### config.mk
export PLATFORM = sky130hd
export DESIGN_NAME = cbw_window_cfg
export DESIGN_NICKNAME = d
export VERILOG_FILES = /design/src/pkg/cbw_pkg.sv /design/src/rtl/cbw_lat_timer.sv /design/src/rtl/cbw_window_cfg.sv
export SDC_FILE = /design/constraint.sdc
export NUM_CORES = 1
export LEC_CHECK = 0
export BUFFER_PORTS_ARGS = -buffer_cell sky130_fd_sc_hd__buf_4
export CORE_ASPECT_RATIO = 1.25
export CORE_UTILIZATION = 52
export CTS_CLUSTER_DIAMETER = 40
export DETAILED_ROUTE_END_ITERATION = 7
export PLACE_DENSITY = 0.75
export SETUP_SLACK_MARGIN = 0.02
export SYNTH_ARGS = -nofsm -noshare
export SYNTH_HDL_FRONTEND = slang
export SYNTH_SLANG_ARGS = --single-unit
### constraint.sdc
create_clock -name clk -period 4.9 [get_ports clk]
set_input_delay 0.98 -clock clk [delete_from_list [all_inputs] [get_ports clk]]
set_output_delay 0.98 -clock clk [all_outputs]
set_load 0.02 [all_outputs]
### src/pkg/cbw_pkg.sv
/*
 cbw_pkg: offsets, lanes, reset values and field positions of the bridge window block.
 assumes configuration accesses arrive as aligned dwords with byte enables.
*/
`default_nettype none
package cbw_pkg;
	localparam logic [7:0]  CBW_OFS_SUB      = 8'h1a;
	localparam logic [7:0]  CBW_OFS_LAT      = 8'h1b;
	localparam logic [7:0]  CBW_OFS_MEMBASE0 = 8'h1c;
	localparam logic [7:0]  CBW_OFS_MEMBASE1 = 8'h24;
	localparam int          CBW_SUB_LANE     = 2;
	localparam int          CBW_LAT_LANE     = 3;
	localparam int          CBW_PRI_LANE     = 0;
	localparam int          CBW_SEC_LANE     = 1;
	localparam logic [7:0]  CBW_SUB_RST      = 8'h00;
	localparam logic [7:0]  CBW_LAT_RST      = 8'h00;
	localparam logic [19:0] CBW_BASE_RST     = 20'h00000;
	localparam logic [11:0] CBW_BASE_LOW     = 12'h000;
	localparam logic [7:0]  CBW_LAT_MIN_REC  = 8'h40;
	localparam int          CBW_BRG_PF0_BIT  = 8;
	localparam int          CBW_BRG_PF1_BIT  = 9;
	localparam int          CBW_MAX_FUNC     = 8;
endpackage
`default_nettype wire

### src/rtl/cbw_lat_timer.sv
/*
 cbw_lat_timer: initiator latency counter for one card function.
 assumes frame_start pulses in the cycle the initiator asserts the frame, on this clock.
*/
`default_nettype none
module cbw_lat_timer (
	input  wire logic       clk,
	input  wire logic       rst_n,
	input  wire logic [7:0] lat_val,
	input  wire logic       frame_start,
	input  wire logic       xfer_active,
	output logic            stop_q
);
	typedef struct packed {
		logic [7:0] cnt;
		logic       run;
		logic       stop;
	} cbw_tmr_t;

	cbw_tmr_t st_q;
	cbw_tmr_t st_d;

	always_comb begin
		st_d = st_q;
		if (!xfer_active) begin
			st_d.run  = 1'b0;
			st_d.stop = 1'b0;
		end
		if (frame_start) begin
			st_d.cnt  = lat_val;
			st_d.run  = 1'b1;
			st_d.stop = (lat_val == 8'h00);
		end else if (st_q.run && xfer_active) begin
			if (st_q.cnt != 8'h00)
				st_d.cnt = st_q.cnt - 8'h01;
			// stop stays until the transfer ends; datapath ends after the next data phase
			if (st_q.cnt <= 8'h01)
				st_d.stop = 1'b1;
		end
	end

	always_ff @(posedge clk or negedge rst_n) begin
		if (!rst_n)
			st_q <= '0;
		else
			st_q <= st_d;
	end

	assign stop_q = st_q.stop;

	property p_load;
		@(posedge clk) disable iff (!rst_n)
		frame_start |=> (st_q.cnt == $past(lat_val)) && st_q.run;
	endproperty
	a_load: assert property (p_load) else $error("timer not loaded at frame start");

	property p_expire;
		@(posedge clk) disable iff (!rst_n)
		st_q.run && xfer_active && !frame_start && st_q.cnt == 8'h01 |=> stop_q;
	endproperty
	a_expire: assert property (p_expire) else $error("stop missing at expiry");

	property p_no_early;
		@(posedge clk) disable iff (!rst_n)
		frame_start && lat_val > 8'h02 ##1 xfer_active && !frame_start |=> !stop_q;
	endproperty
	a_no_early: assert property (p_no_early) else $error("stop raised too early");
endmodule
`default_nettype wire

### src/rtl/cbw_window_cfg.sv
/*
 cbw_window_cfg: subordinate bus number, latency timer and memory base registers
 per card function, config forward decision and memory window match.
 assumes all inputs come from logic on clk; limits and bridge control live elsewhere.
*/
`default_nettype none
// Function
// - 8-bit subordinate bus register, reset zero
// - combine bus numbers for config forwarding
// - separate subordinate register per function
// - 8-bit latency timer at next byte
// - counter starts when frame asserted
// - expiry ends transfer after next phase
// - base bounds windows in both directions
// - upper twenty base bits writable
// - low twelve base bits read zero
// - bridge control bits 8,9 select prefetch
// - zero base and limit disables window
module cbw_window_cfg #(
	parameter int NUM_FUNC = 2,
	parameter int FW       = (NUM_FUNC > 1) ? $clog2(NUM_FUNC) : 1
) (
	input  wire logic                 clk,
	input  wire logic                 rst_n,
	input  wire logic                 cfg_wr,
	input  wire logic                 cfg_rd,
	input  wire logic [FW-1:0]        cfg_func,
	input  wire logic [7:0]           cfg_addr,
	input  wire logic [3:0]           cfg_be,
	input  wire logic [31:0]          cfg_wdata,
	output logic [31:0]               cfg_rdata_q,
	output logic                      cfg_rvalid_q,
	input  wire logic [7:0]           pri_bus,
	input  wire logic [7:0]           sec_bus,
	input  wire logic [7:0]           cfg_bus,
	output logic                      cfg_fwd_q,
	output logic                      cfg_fwd_t0_q,
	input  wire logic [FW-1:0]        mem_func,
	input  wire logic [31:0]          mem_addr,
	input  wire logic                 mem_from_cb,
	input  wire logic [31:0]          mem_lim0,
	input  wire logic [31:0]          mem_lim1,
	input  wire logic [15:0]          brg_ctrl,
	output logic [1:0]                win_hit_q,
	output logic [1:0]                win_pf_q,
	output logic                      mem_claim_q,
	input  wire logic [NUM_FUNC-1:0]  cb_frame_start,
	input  wire logic [NUM_FUNC-1:0]  cb_xfer_active,
	output logic [NUM_FUNC-1:0]       cb_stop_q
);
	// refused while elaborating, before any cycle runs
	if (NUM_FUNC < 1 || NUM_FUNC > cbw_pkg::CBW_MAX_FUNC
	    || FW < $clog2(NUM_FUNC)) begin : g_bad_cfg
		$error("NUM_FUNC out of range");
	end

	typedef struct packed {
		logic [NUM_FUNC-1:0][7:0]       sub;
		logic [NUM_FUNC-1:0][7:0]       lat;
		logic [NUM_FUNC-1:0][1:0][19:0] base;
		logic [31:0]                    rdata;
		logic                           rvalid;
		logic                           fwd;
		logic                           fwd_t0;
		logic [1:0]                     hit;
		logic [1:0]                     pf;
		logic                           claim;
	} cbw_state_t;

	cbw_state_t st_q;
	cbw_state_t st_d;

	logic           fok;
	logic           mok;
	logic [FW-1:0]  cf;
	logic [FW-1:0]  mf;
	wire  [1:0]     en;
	wire  [1:0]     inwin;
	logic [19:0]    pg;

	// out-of-range function numbers fall back to function 0 and never write
	assign fok   = (32'(cfg_func) < NUM_FUNC);
	assign mok   = (32'(mem_func) < NUM_FUNC);
	assign cf    = fok ? cfg_func : '0;
	assign mf    = mok ? mem_func : '0;
	assign pg    = mem_addr[31:12];
	assign en[0] = (st_q.base[mf][0] != 20'h0) || (mem_lim0[31:12] != 20'h0);
	assign en[1] = (st_q.base[mf][1] != 20'h0) || (mem_lim1[31:12] != 20'h0);
	assign inwin[0] = en[0] && pg >= st_q.base[mf][0] && pg <= mem_lim0[31:12];
	assign inwin[1] = en[1] && pg >= st_q.base[mf][1] && pg <= mem_lim1[31:12];

	always_comb begin
		st_d        = st_q;
		st_d.rvalid = cfg_rd;
		if (cfg_wr && fok) begin
			if (cfg_addr[7:2] == cbw_pkg::CBW_OFS_SUB[7:2]) begin
				if (cfg_be[cbw_pkg::CBW_SUB_LANE])
					st_d.sub[cf] = cfg_wdata[8*cbw_pkg::CBW_SUB_LANE +: 8];
				if (cfg_be[cbw_pkg::CBW_LAT_LANE])
					st_d.lat[cf] = cfg_wdata[8*cbw_pkg::CBW_LAT_LANE +: 8];
			end
			for (int w = 0; w < 2; w++) begin
				if (cfg_addr == (w == 0 ? cbw_pkg::CBW_OFS_MEMBASE0
				                        : cbw_pkg::CBW_OFS_MEMBASE1)) begin
					// lane 0 and the low nibble of lane 1 are dropped
					if (cfg_be[3])
						st_d.base[cf][w][19:12] = cfg_wdata[31:24];
					if (cfg_be[2])
						st_d.base[cf][w][11:4] = cfg_wdata[23:16];
					if (cfg_be[1])
						st_d.base[cf][w][3:0] = cfg_wdata[15:12];
				end
			end
		end
		if (cfg_rd) begin
			st_d.rdata = 32'h0;
			if (fok) begin
				if (cfg_addr[7:2] == cbw_pkg::CBW_OFS_SUB[7:2])
					st_d.rdata = {st_q.lat[cf], st_q.sub[cf], sec_bus, pri_bus};
				else if (cfg_addr == cbw_pkg::CBW_OFS_MEMBASE0)
					st_d.rdata = {st_q.base[cf][0], cbw_pkg::CBW_BASE_LOW};
				else if (cfg_addr == cbw_pkg::CBW_OFS_MEMBASE1)
					st_d.rdata = {st_q.base[cf][1], cbw_pkg::CBW_BASE_LOW};
			end
		end
		// config cycles for the primary bus itself stay local
		st_d.fwd    = fok && cfg_bus != pri_bus && cfg_bus >= sec_bus
		              && cfg_bus <= st_q.sub[cf];
		st_d.fwd_t0 = fok && cfg_bus != pri_bus && cfg_bus == sec_bus;
		st_d.hit    = mok ? inwin : 2'b00;
		// from the card side, traffic outside every window goes upstream
		st_d.claim  = mok && (mem_from_cb ? ~|inwin : |inwin);
		st_d.pf     = {brg_ctrl[cbw_pkg::CBW_BRG_PF1_BIT],
		               brg_ctrl[cbw_pkg::CBW_BRG_PF0_BIT]};
	end

	always_ff @(posedge clk or negedge rst_n) begin
		if (!rst_n) begin
			st_q <= '0;
			for (int f = 0; f < NUM_FUNC; f++) begin
				st_q.sub[f]     <= cbw_pkg::CBW_SUB_RST;
				st_q.lat[f]     <= cbw_pkg::CBW_LAT_RST;
				st_q.base[f][0] <= cbw_pkg::CBW_BASE_RST;
				st_q.base[f][1] <= cbw_pkg::CBW_BASE_RST;
			end
		end else begin
			st_q <= st_d;
		end
	end

	assign cfg_rdata_q  = st_q.rdata;
	assign cfg_rvalid_q = st_q.rvalid;
	assign cfg_fwd_q    = st_q.fwd;
	assign cfg_fwd_t0_q = st_q.fwd_t0;
	assign win_hit_q    = st_q.hit;
	assign win_pf_q     = st_q.pf;
	assign mem_claim_q  = st_q.claim;

	// one counter per function; a zero timer ends each transfer after its first phase
	for (genvar f = 0; f < NUM_FUNC; f++) begin : g_tmr
		cbw_lat_timer u_tmr (
			.clk         (clk),
			.rst_n       (rst_n),
			.lat_val     (st_q.lat[f]),
			.frame_start (cb_frame_start[f]),
			.xfer_active (cb_xfer_active[f]),
			.stop_q      (cb_stop_q[f])
		);
	end

	property p_sub_wr;
		@(posedge clk) disable iff (!rst_n)
		cfg_wr && fok && cfg_addr[7:2] == cbw_pkg::CBW_OFS_SUB[7:2]
		&& cfg_be[cbw_pkg::CBW_SUB_LANE]
		|=> st_q.sub[$past(cf)] == $past(cfg_wdata[23:16]);
	endproperty
	a_sub_wr: assert property (p_sub_wr) else $error("subordinate write lost");

	property p_lat_wr;
		@(posedge clk) disable iff (!rst_n)
		cfg_wr && fok && cfg_addr[7:2] == cbw_pkg::CBW_OFS_LAT[7:2]
		&& cfg_be[cbw_pkg::CBW_LAT_LANE] ##1 cfg_rd && !cfg_wr && cfg_func == $past(cfg_func)
		&& cfg_addr[7:2] == cbw_pkg::CBW_OFS_LAT[7:2]
		|=> cfg_rdata_q[31:24] == $past(cfg_wdata[31:24], 2);
	endproperty
	a_lat_wr: assert property (p_lat_wr) else $error("latency timer readback wrong");

	property p_func_iso;
		@(posedge clk) disable iff (!rst_n)
		NUM_FUNC > 1 && cfg_wr && cfg_func == '0 |=> $stable(st_q.sub[NUM_FUNC-1]);
	endproperty
	a_func_iso: assert property (p_func_iso) else $error("write leaked to other function");

	property p_base_wr;
		@(posedge clk) disable iff (!rst_n)
		cfg_wr && fok && cfg_addr == cbw_pkg::CBW_OFS_MEMBASE0 && cfg_be == 4'hf
		|=> st_q.base[$past(cf)][0] == $past(cfg_wdata[31:12]);
	endproperty
	a_base_wr: assert property (p_base_wr) else $error("base upper bits not written");

	property p_base_low;
		@(posedge clk) disable iff (!rst_n)
		cfg_rd && (cfg_addr == cbw_pkg::CBW_OFS_MEMBASE0
		|| cfg_addr == cbw_pkg::CBW_OFS_MEMBASE1) |=> cfg_rdata_q[11:0] == 12'h000;
	endproperty
	a_base_low: assert property (p_base_low) else $error("base low bits not zero");

	property p_fwd;
		@(posedge clk) disable iff (!rst_n)
		fok && cfg_bus != pri_bus && cfg_bus >= sec_bus && cfg_bus <= st_q.sub[cf]
		|=> cfg_fwd_q;
	endproperty
	a_fwd: assert property (p_fwd) else $error("in-range config cycle not forwarded");

	property p_no_fwd;
		@(posedge clk) disable iff (!rst_n)
		(cfg_bus > st_q.sub[cf] || cfg_bus < sec_bus) |=> !cfg_fwd_q;
	endproperty
	a_no_fwd: assert property (p_no_fwd) else $error("out-of-range cycle forwarded");

	property p_pf;
		@(posedge clk) disable iff (!rst_n)
		1'b1 |=> win_pf_q == $past(brg_ctrl[9:8]);
	endproperty
	a_pf: assert property (p_pf) else $error("prefetch select mismatch");

	property p_disabled;
		@(posedge clk) disable iff (!rst_n)
		st_q.base[mf][0] == 20'h0 && mem_lim0[31:12] == 20'h0 |=> !win_hit_q[0];
	endproperty
	a_disabled: assert property (p_disabled) else $error("disabled window hit");

	property p_claim;
		@(posedge clk) disable iff (!rst_n)
		mok && !mem_from_cb && en[0] && pg >= st_q.base[mf][0] && pg <= mem_lim0[31:12]
		|=> mem_claim_q && win_hit_q[0];
	endproperty
	a_claim: assert property (p_claim) else $error("window address not claimed");
endmodule
`default_nettype wire

* Yosys cells after proc, flatten, opt, wreduce, memory -nomap -nowiden
Cells that the tools add are included.
** Word-level totals
- Word-level logic and storage cells :: 138
- Input port bits :: 191
- Register bits after elaboration :: 172
- Output and inout port bits :: 42
** Cells by class
- Reduce and logical (&&, ||, !) cells :: 30
- Muxes and demuxes :: 67
- Order comparisons :: 11
- $add $sub $neg :: 2
- Equality and inequality tests :: 7
** Operators by type and width (number)
- $mux 80 :: 17
- $bwmux 80 :: 6
- $demux 40 s1 :: 6
- $mux 40 :: 5
- $mux 32 :: 4
- $mux 8 :: 11
- $reduce_bool 20->1 :: 4
- $ge 20x20->1 :: 2
- $le 20x20->1 :: 2
- $bwmux 16 :: 2
- $mux 24 :: 1
- $mux 20 :: 1
- $le 8x1->1 const B :: 2
- $logic_not 8->1 :: 2
- $reduce_bool 8->1 :: 2
- $sub 8x1->8 const B :: 2
- $mux 12 :: 1
- $logic_and 1x1->1 :: 10
- $mux 1 :: 9
- $demux 8 s1 :: 1
- $eq 8x5->1 const B :: 1
- $eq 8x6->1 const B :: 1
- $eq 8x8->1 :: 1
- $ge 8x8->1 :: 1
- 14 further kinds :: 23

* Depth between registers and ports, before layout
Gate-level depths: netlist of the first run.
- Word-level depth :: 27
- Gate-level depth with buffers :: 13
- Gate-level depth less buffers :: 10

* Cells and area by module
A second synthesis of the first run with hierarchy kept.
** Unflattened totals
- Cell total of the unflattened synthesis :: 1022
- Area, all modules :: 10990.5 um2
** By module, submodules not included
- cbw_window_cfg :: area each 9694.3 um2, seq. area each 3803.6 um2, cells an instance 888, times used 1
- cbw_lat_timer :: area each 648.1 um2, seq. area each 250.2 um2, cells an instance 67, times used 2

* Least setup slack after synthesis of the first run
Ideal clock, no wire load.
- Path type :: input-to-reg
- Start point :: input port mem_func
- End point :: register st_q (netlist bit mem_claim_q)
- Path slack :: 1.439 ns
- Required time :: 4.778 ns
- Cell stages on the path :: 13
- Buffers on the path :: 3
- Data arrival time :: 3.338 ns
- Library setup time :: 0.122 ns
- Cell sequence :: buf_6 -> buf_12 -> buf_6 -> mux2i_1 -> inv_1 -> ha_1 -> nand2b_1 -> a2111oi_0 -> nor4_1 -> a2111oi_0 -> o21ai_0 -> a32o_1 -> xor2_1
** RTL lines
- from (decl) :: line cbw_window_cfg.sv:38 : input wire logic [FW-1:0] mem_func,
- to (signal assigned) :: line cbw_window_cfg.sv:147 : st_q <= st_d;
- to (decl) :: line cbw_window_cfg.sv:70 : cbw_state_t st_q;

==> impl_metrics.yaml, run 1 <==
status:
  status: "completed"
timing:
  post-route-period-util: 0.705
  finalSetupViolations: 0
  fmaxAchievable_mhz: 290
  hold_viol: 0
  slew_headroom: 0.260
  clock_skew_ns: 0.0119
  holdWs_ns: 0.505
  rsz0062_at_grt: "false"
  fin_setup_tns_ns: 0
  worst_slack_ns: 1.45
  maxSlewViolCount: 0
  finalCriticalPeriod_ns: 3.45
  worst_pin_slew_ns: 1.11
clocking:
  cts_hold_buf: 0
  clkTransAtPathRegs_ns: 0.06
  clock-root-buffer: "clkbuf_16"
  insertion_delay_ns: 0.44
  cts_resized: 0
  clkSinkCount: 172
  cts_made_buffers: 17
  post_cts_buffers: 0
  clk_path_buf_depth: 2
  htreeDepth: 4
  cts_tree: "yes"
logic_synthesis:
  syn_area_per_cell_sq_um: 10.3
  netlist_area_sq_mm: 0.0108
  ys.flop_type: "dfrtp_1"
  ys_seq_elements: 172
  netlist.area_leader.share: 0.398
  yosysUniqueCellTypes: 57
  async_flop_share: 1.00
  yosys_warnings: 0
  synth_edf_count: 0
  synth_area_leader_cell: "dfrtp_1"
  synthTopCellsByArea: "dfrtp_1, mux2_2, ha_1"
  syn_nets: 1343
  seq_area_frac_synth: 0.398
  synthCells: 1052
global_routing:
  antenna_found_initial: 0
  grt_max_degree: 105
  grtUsageTotal: 0.270
  grt_overflow: 0
  grt_util_met3: 0.0390
  grt_pass1_wl_mm: 43.7
  use_met1: 0.324
  gr-max-usage-layer: "met2"
  met2_usage: 0.477
  grt_pass1_vias: 8503
power:
  p_switching_mw: 1.06
  p_comb_frac: 0.199
  seqPwrFrac: 0.440
  irDropWorstVdd_mv: 0.293
  sw_frac_of_total: 0.290
  pwr-share-clk: 0.361
  finalPower_mw: 3.64
  power.internal_mw: 2.58
  p_per_area_mw_per_mm2: 290
  leakage_nw: 6.27
critical_path:
  criticalPathCategory: "in2reg"
  path_cells: "buf_4 -> mux2i_1 -> inv_1 -> ha_1 -> nand2b_1 -> a2111oi_0 -> nor4_1 -> a2111oi_0 -> o21ai_0 -> a32o_1 -> xor2_1"
  startpoint_type: "input port"
  r2r-start: "st_q[80]$_DFFE_PN0P_"
  endpoint_kind: "flop"
  crit_slowest_cell: "a2111oi_0"
  path_common_cell: "a2111oi_0"
  worstRegToRegCells: 10
  crit_required_ns: 5.22
  r2r_end: "mem_claim_q$_DFF_PN0_"
  cp-startpoint: "mem_func"
  cp_max_fo: 9
  rrSetupSlack_ns: 1.90
  crit_arrival_ns: 3.78
  crit_path_end: "mem_claim_q$_DFF_PN0_"
  max_stage_delay_ns: 0.48
floorplan:
  die_w_um: 131
  pin_count: 233
  initial_utilization: 0.534
  rows: 58
  die_y_um: 163
  die_area_sq_mm: 0.0214
  coreArea_sq_mm: 0.0202
cells_and_area:
  n_fill_cell: 1668
  final_util: 0.619
  layout-drive-gt1-share: 0.269
  final_common_cell: "dfrtp_1"
  final_area_sq_mm: 0.0125
  diodes: 0
  layout_common_cells: "dfrtp_1, buf_4, mux2_2, ha_1"
  multi_input_area_sq_mm: 0.00574
  fin_nets: 1462
  regArea_sq_mm: 0.00430
  fin_cells: 1454
  syn_to_final_growth_pct: 16.1
worst_hold_path:
  worstHoldStart: "st_q[142]$_DFFE_PN0P_"
  hp-class: "reg2reg"
  whs_path_depth: 1
detailed_routing:
  drc: 0
  drt_iter0_drc: 521
  drt-wirelength-per-cell_um: 19.0
  postRouteAntennaNets: 0
  drtPass1Iterations: 5
  viasPerCell: 5.85
  drt_wl_total_mm: 27.7
  num_vias: 8510
placed_design:
  dpl_cell_area_sq_mm: 0.0120
  io_buffers: 169
  gp_congestion: 0.925
  post-place-ws_ns: 1.01
  dp_cells: 1422
  place_hpwl_mm: 20.8
run:
  cap_viol_max_count: 0
## routing by layer
layer / wire (um) / vias to the layer above / part of all wire
li1: - / 4062 / -
met1: 11200 / 4146 / 0.40
met2: 14500 / 250 / 0.52
met3: 1240 / 52 / 0.045
met4: 768 / 0 / 0.028
met5: 0 / - / 0
## cell usage after synthesis (9+ instances only)
master      n
a21o_1     15
nand4_1    28
a21oi_1    66
o21ai_0    45
nand3_1    30
mux2_2    113
o22ai_1    20
nor2_1     55
inv_1      74
a31oi_1    21
nand2_1    56
buf_4      38
clkbuf_1   23
dfrtp_1   172
nor3_1     11
ha_1      100
mux2i_1    74
nor4_1     24
xor2_1      9
## layout make-up
cell class                 instances  area share
inverter                          74      0.0222
sequential                       172       0.343
clock inverter                    11     0.00958
timing repair buffer             173       0.105
tap                              270      0.0269
multi-input combinational        733       0.458
clock buffer                      21      0.0351
## power groups by stage
stage / sequential (mW) / combinational [mW] / clock (mW)
after floorplan: 1.61 / 0.476 / 0
after global placement: 1.63 / 0.699 / 0
after detailed placement: 1.63 / 0.720 / 0
after CTS: 1.60 / 0.723 / 1.33
after global routing: 1.62 / 0.812 / 1.39
final: 1.60 / 0.722 / 1.32
## sequential cells by signal, summed over array words and instances, names as in the netlist
register	count
win_hit_q	2
g_tmr.u_tmr.stop_q	2
mem_claim_q	1
cfg_rvalid_q	1
cfg_fwd_t0_q	1
st_q	112
cfg_fwd_q	1
g_tmr.u_tmr.st_q	18
win_pf_q	2
cfg_rdata_q	32
## worst min path at each step
stage / to
floorplan: st_q[144]$_DFFE_PN0P_
global placement: st_q[144]$_DFFE_PN0P_
detailed placement: st_q[138]$_DFFE_PN0P_
CTS: st_q[140]$_DFFE_PN0P_
global route: st_q[137]$_DFFE_PN0P_
finish: st_q[142]$_DFFE_PN0P_
## kinds of logic after synthesis
logic type | Yosys count | share of synthesized area
compound gates | 203 | 0.113
xor+xnor | 10 | 0.00811
flops | 172 | 0.398
mux | 188 | 0.188
simple gates | 232 | 0.107
buf+inv | 147 | 0.0704
fa+ha+maj | 100 | 0.116
## worst max-delay path: cells and delay by family
family,cells,cell delay [ns]
AO/OA/AOI/OAI,4,1.41
adder cells (fa/ha/maj),1,0.27
multiplexers,1,0.40
XOR/XNOR,1,0.14
buffers and inverters,2,0.31
AND/OR/NAND/NOR,2,0.26
Note: power is estimated with default switching activity, not from simulation.
==> inputs of run 2 (changes only) <==
--- a/config.mk
+++ b/config.mk
@@ -5,12 +5,13 @@
 export SDC_FILE = /design/constraint.sdc
 export NUM_CORES = 1
 export LEC_CHECK = 0
+export ABC_AREA = 1
 export BUFFER_PORTS_ARGS = -buffer_cell sky130_fd_sc_hd__buf_4
 export CORE_ASPECT_RATIO = 1.25
-export CORE_UTILIZATION = 52
+export CORE_UTILIZATION = 51
 export CTS_CLUSTER_DIAMETER = 40
 export DETAILED_ROUTE_END_ITERATION = 7
-export PLACE_DENSITY = 0.75
+export PLACE_DENSITY = 0.76
 export SETUP_SLACK_MARGIN = 0.02
 export SYNTH_ARGS = -nofsm -noshare
 export SYNTH_HDL_FRONTEND = slang
==> constraint.sdc (replaced) <==
create_clock -name clk -period 2.8 [get_ports clk]
set_input_delay 0.56 -clock clk [delete_from_list [all_inputs] [get_ports clk]]
set_output_delay 0.56 -clock clk [all_outputs]
set_load 0.02 [all_outputs]
==> impl_metrics.yaml, run 2 <==
status:
  status: "completed"
clocking:
  cts_tree: "yes"
  clkSinkCount: 172
  post_cts_buffers: 0
  cts_made_buffers: 17
  insertion_delay_ns: 0.43
  cts_hold_buf: 0
  clk_path_buf_depth: 2
  htreeDepth: 4
  clkTransAtPathRegs_ns: 0.07
  clock-root-buffer: "clkbuf_16"
  cts_resized: 0
cells_and_area:
  syn_to_final_growth_pct: 17.4
  regMostFlops: "st_q"
  largest_reg_flops: 112
  fin_nets: 1969
  fin_cells: 1970
  layout_common_cells: "nand2_1, inv_1, buf_4, o21ai_0, dfrtp_1"
  diodes: 0
  layout-drive-gt1-share: 0.143
  n_fill_cell: 1954
  final_common_cell: "nand2_1"
  final_area_sq_mm: 0.0134
detailed_routing:
  drt_wl_total_mm: 32.3
  drtPass1Iterations: 6
  num_vias: 10800
  drc: 0
  drt-wirelength-per-cell_um: 16.4
  viasPerCell: 5.49
  drt_iter0_drc: 751
  postRouteAntennaNets: 0
logic_synthesis:
  synth_most_common_cell: "nand2_1"
  synth_edf_count: 0
  yosys_warnings: 0
  synth_area_leader_cell: "dfrtp_1"
  synth_common_cells: "nand2_1, inv_1, o21ai_0"
  syn_area_per_cell_sq_um: 7.39
  yosysUniqueCellTypes: 41
  netlist_area_sq_mm: 0.0115
  ys.flop_type: "dfrtp_1"
  seq_area_frac_synth: 0.376
  synthTopCellsByArea: "dfrtp_1, nand2_1, ha_1"
  synthCells: 1549
  syn_nets: 1840
  ys_seq_elements: 172
  async_flop_share: 1.00
  netlist.area_leader.share: 0.376
critical_path:
  r2r-start: "st_q[55]$_DFFE_PN0P_"
  startpoint_type: "input port"
  rrSetupSlack_ns: 0.61
  cp_max_fo: 34
  worstRegToRegCells: 12
  crit_required_ns: 3.13
  crit_arrival_ns: 2.58
  path_cells: "buf_4 -> buf_12 -> nand2_1 -> o21ai_0 -> inv_1 -> ha_1 -> nand2_1 -> nor2_1 -> nand2_1 -> nor2_1 -> nand2_1 -> nand4_1 -> nand3_1 -> nand3_1 -> nand2_1"
  r2r_end: "mem_claim_q$_DFF_PN0_"
  cp-startpoint: "mem_func"
  path_common_cell: "nand2_1"
  endpoint_kind: "flop"
  crit_slowest_cell: "buf_4"
  max_stage_delay_ns: 0.33
  criticalPathCategory: "in2reg"
floorplan:
  coreArea_sq_mm: 0.0218
  die_y_um: 170
  die_w_um: 136
  pin_count: 233
  die_area_sq_mm: 0.0231
  rows: 60
  initial_utilization: 0.526
placed_design:
  place_hpwl_mm: 25.1
  dpl_cell_area_sq_mm: 0.0129
  dp_cells: 1938
  gp_congestion: 0.876
  post-place-ws_ns: 0.159
  io_buffers: 169
timing:
  hold_viol: 0
  worst_slack_ns: 0.553
  worst_pin_slew_ns: 0.639
  post-route-period-util: 0.802
  finalCriticalPeriod_ns: 2.25
  finalSetupViolations: 0
  fin_setup_tns_ns: 0
  maxSlewViolCount: 0
  slew_headroom: 0.569
  rsz0062_at_grt: "false"
  fmaxAchievable_mhz: 445
  clock_skew_ns: 0.0114
global_routing:
  grtUsageTotal: 0.287
  grt_pass1_vias: 10300
  grt_pass1_wl_mm: 50.7
  grt_max_degree: 60
  grt_overflow: 0
  antenna_found_initial: 0
worst_hold_path:
  hp-class: "in2async"
power:
  irDropWorstVdd_mv: 0.449
  finalPower_mw: 6.00
  leakage_nw: 6.78
  p_per_area_mw_per_mm2: 446
run:
  cap_viol_max_count: 0
## run 2: changes by cell type after synthesis, sizes merged, moves of 17 or more
cell,previous run,this run
a21oi,66,47
nor2,55,91
a31oi,21,4
mux2,113,6
o31ai,0,20
o21ai,46,200
nand2,56,436
clkbuf,23,44
mux2i,75,8
inv,74,217
o211ai,2,41
## run 2: critical path, delay by kind of cell
kind / cells / cell delay (ns)
simple gates: 10 / 0.95
buf+inv: 3 / 0.63
fa+ha+maj: 1 / 0.32
compound gates: 1 / 0.11
## run 2: worst max path at each step
stage | endpoint | slack (ns) | cells after the start
3_5_place_dp | mem_claim_q$_DFF_PN0_ | 0.16 | 15
6_report | mem_claim_q$_DFF_PN0_ | 0.55 | 15
3_3_place_gp | mem_claim_q$_DFF_PN0_ | 0.22 | 13
4_1_cts | st_q[104]$_DFFE_PN0P_ | 0.60 | 6
2_1_floorplan | mem_claim_q$_DFF_PN0_ | 0.45 | 15
5_1_grt | st_q[139]$_DFFE_PN0P_ | 0.35 | 8
## run 2: kinds of logic after synthesis
| family | Yosys count | share of synthesized area |
|---|---|---|
| multiplexers | 14 | 0.0129 |
| XOR/XNOR | 11 | 0.00841 |
| AO/OA/AOI/OAI | 338 | 0.167 |
| buffers and inverters | 307 | 0.113 |
| adder cells (fa/ha/maj) | 100 | 0.109 |
| flip-flops | 172 | 0.376 |
| AND/OR/NAND/NOR | 607 | 0.213 |
## run 2: power breakdown
group	switching (mW)	total [mW]	internal, mW	leakage (nW)
logic	0.663	1.10	0.439	4.16
clock network	1.08	2.25	1.17	0.270
registers	0.0691	2.65	2.58	2.35
total	1.81	6.00	4.19	6.78
## run 2: layout make-up
class                      instances  area (sq um)  area share
clock buffer                      19           433      0.0322
tap                              279           349      0.0260
clock inverter                    13           125     0.00931
sequential                       172          4300       0.320
inverter                         218           818      0.0609
multi-input combinational       1070          5860       0.436
timing repair buffer             199          1560       0.116
## run 2: per-stage QoR
| stage | utilization | hold slack (ns) |
|---|---|---|
| 5_1_grt | 0.618 | 0.113 |
| 3_5_place_dp | 0.592 | 0.469 |
| 6_report | 0.618 | 0.0745 |
| 2_1_floorplan | - | 0.264 |
| 3_3_place_gp | 0.592 | 0.462 |
| 4_1_cts | 0.618 | 0.0906 |
## run 2: routing by layer
layer | wire, um | GRT usage | part of all wire
met1 | 12200 | 0.324 | 0.38
met2 | 16100 | 0.498 | 0.50
met3 | 2030 | 0.0472 | 0.063
met4 | 2000 | 0.186 | 0.062
met5 | 0 | 0 | 0
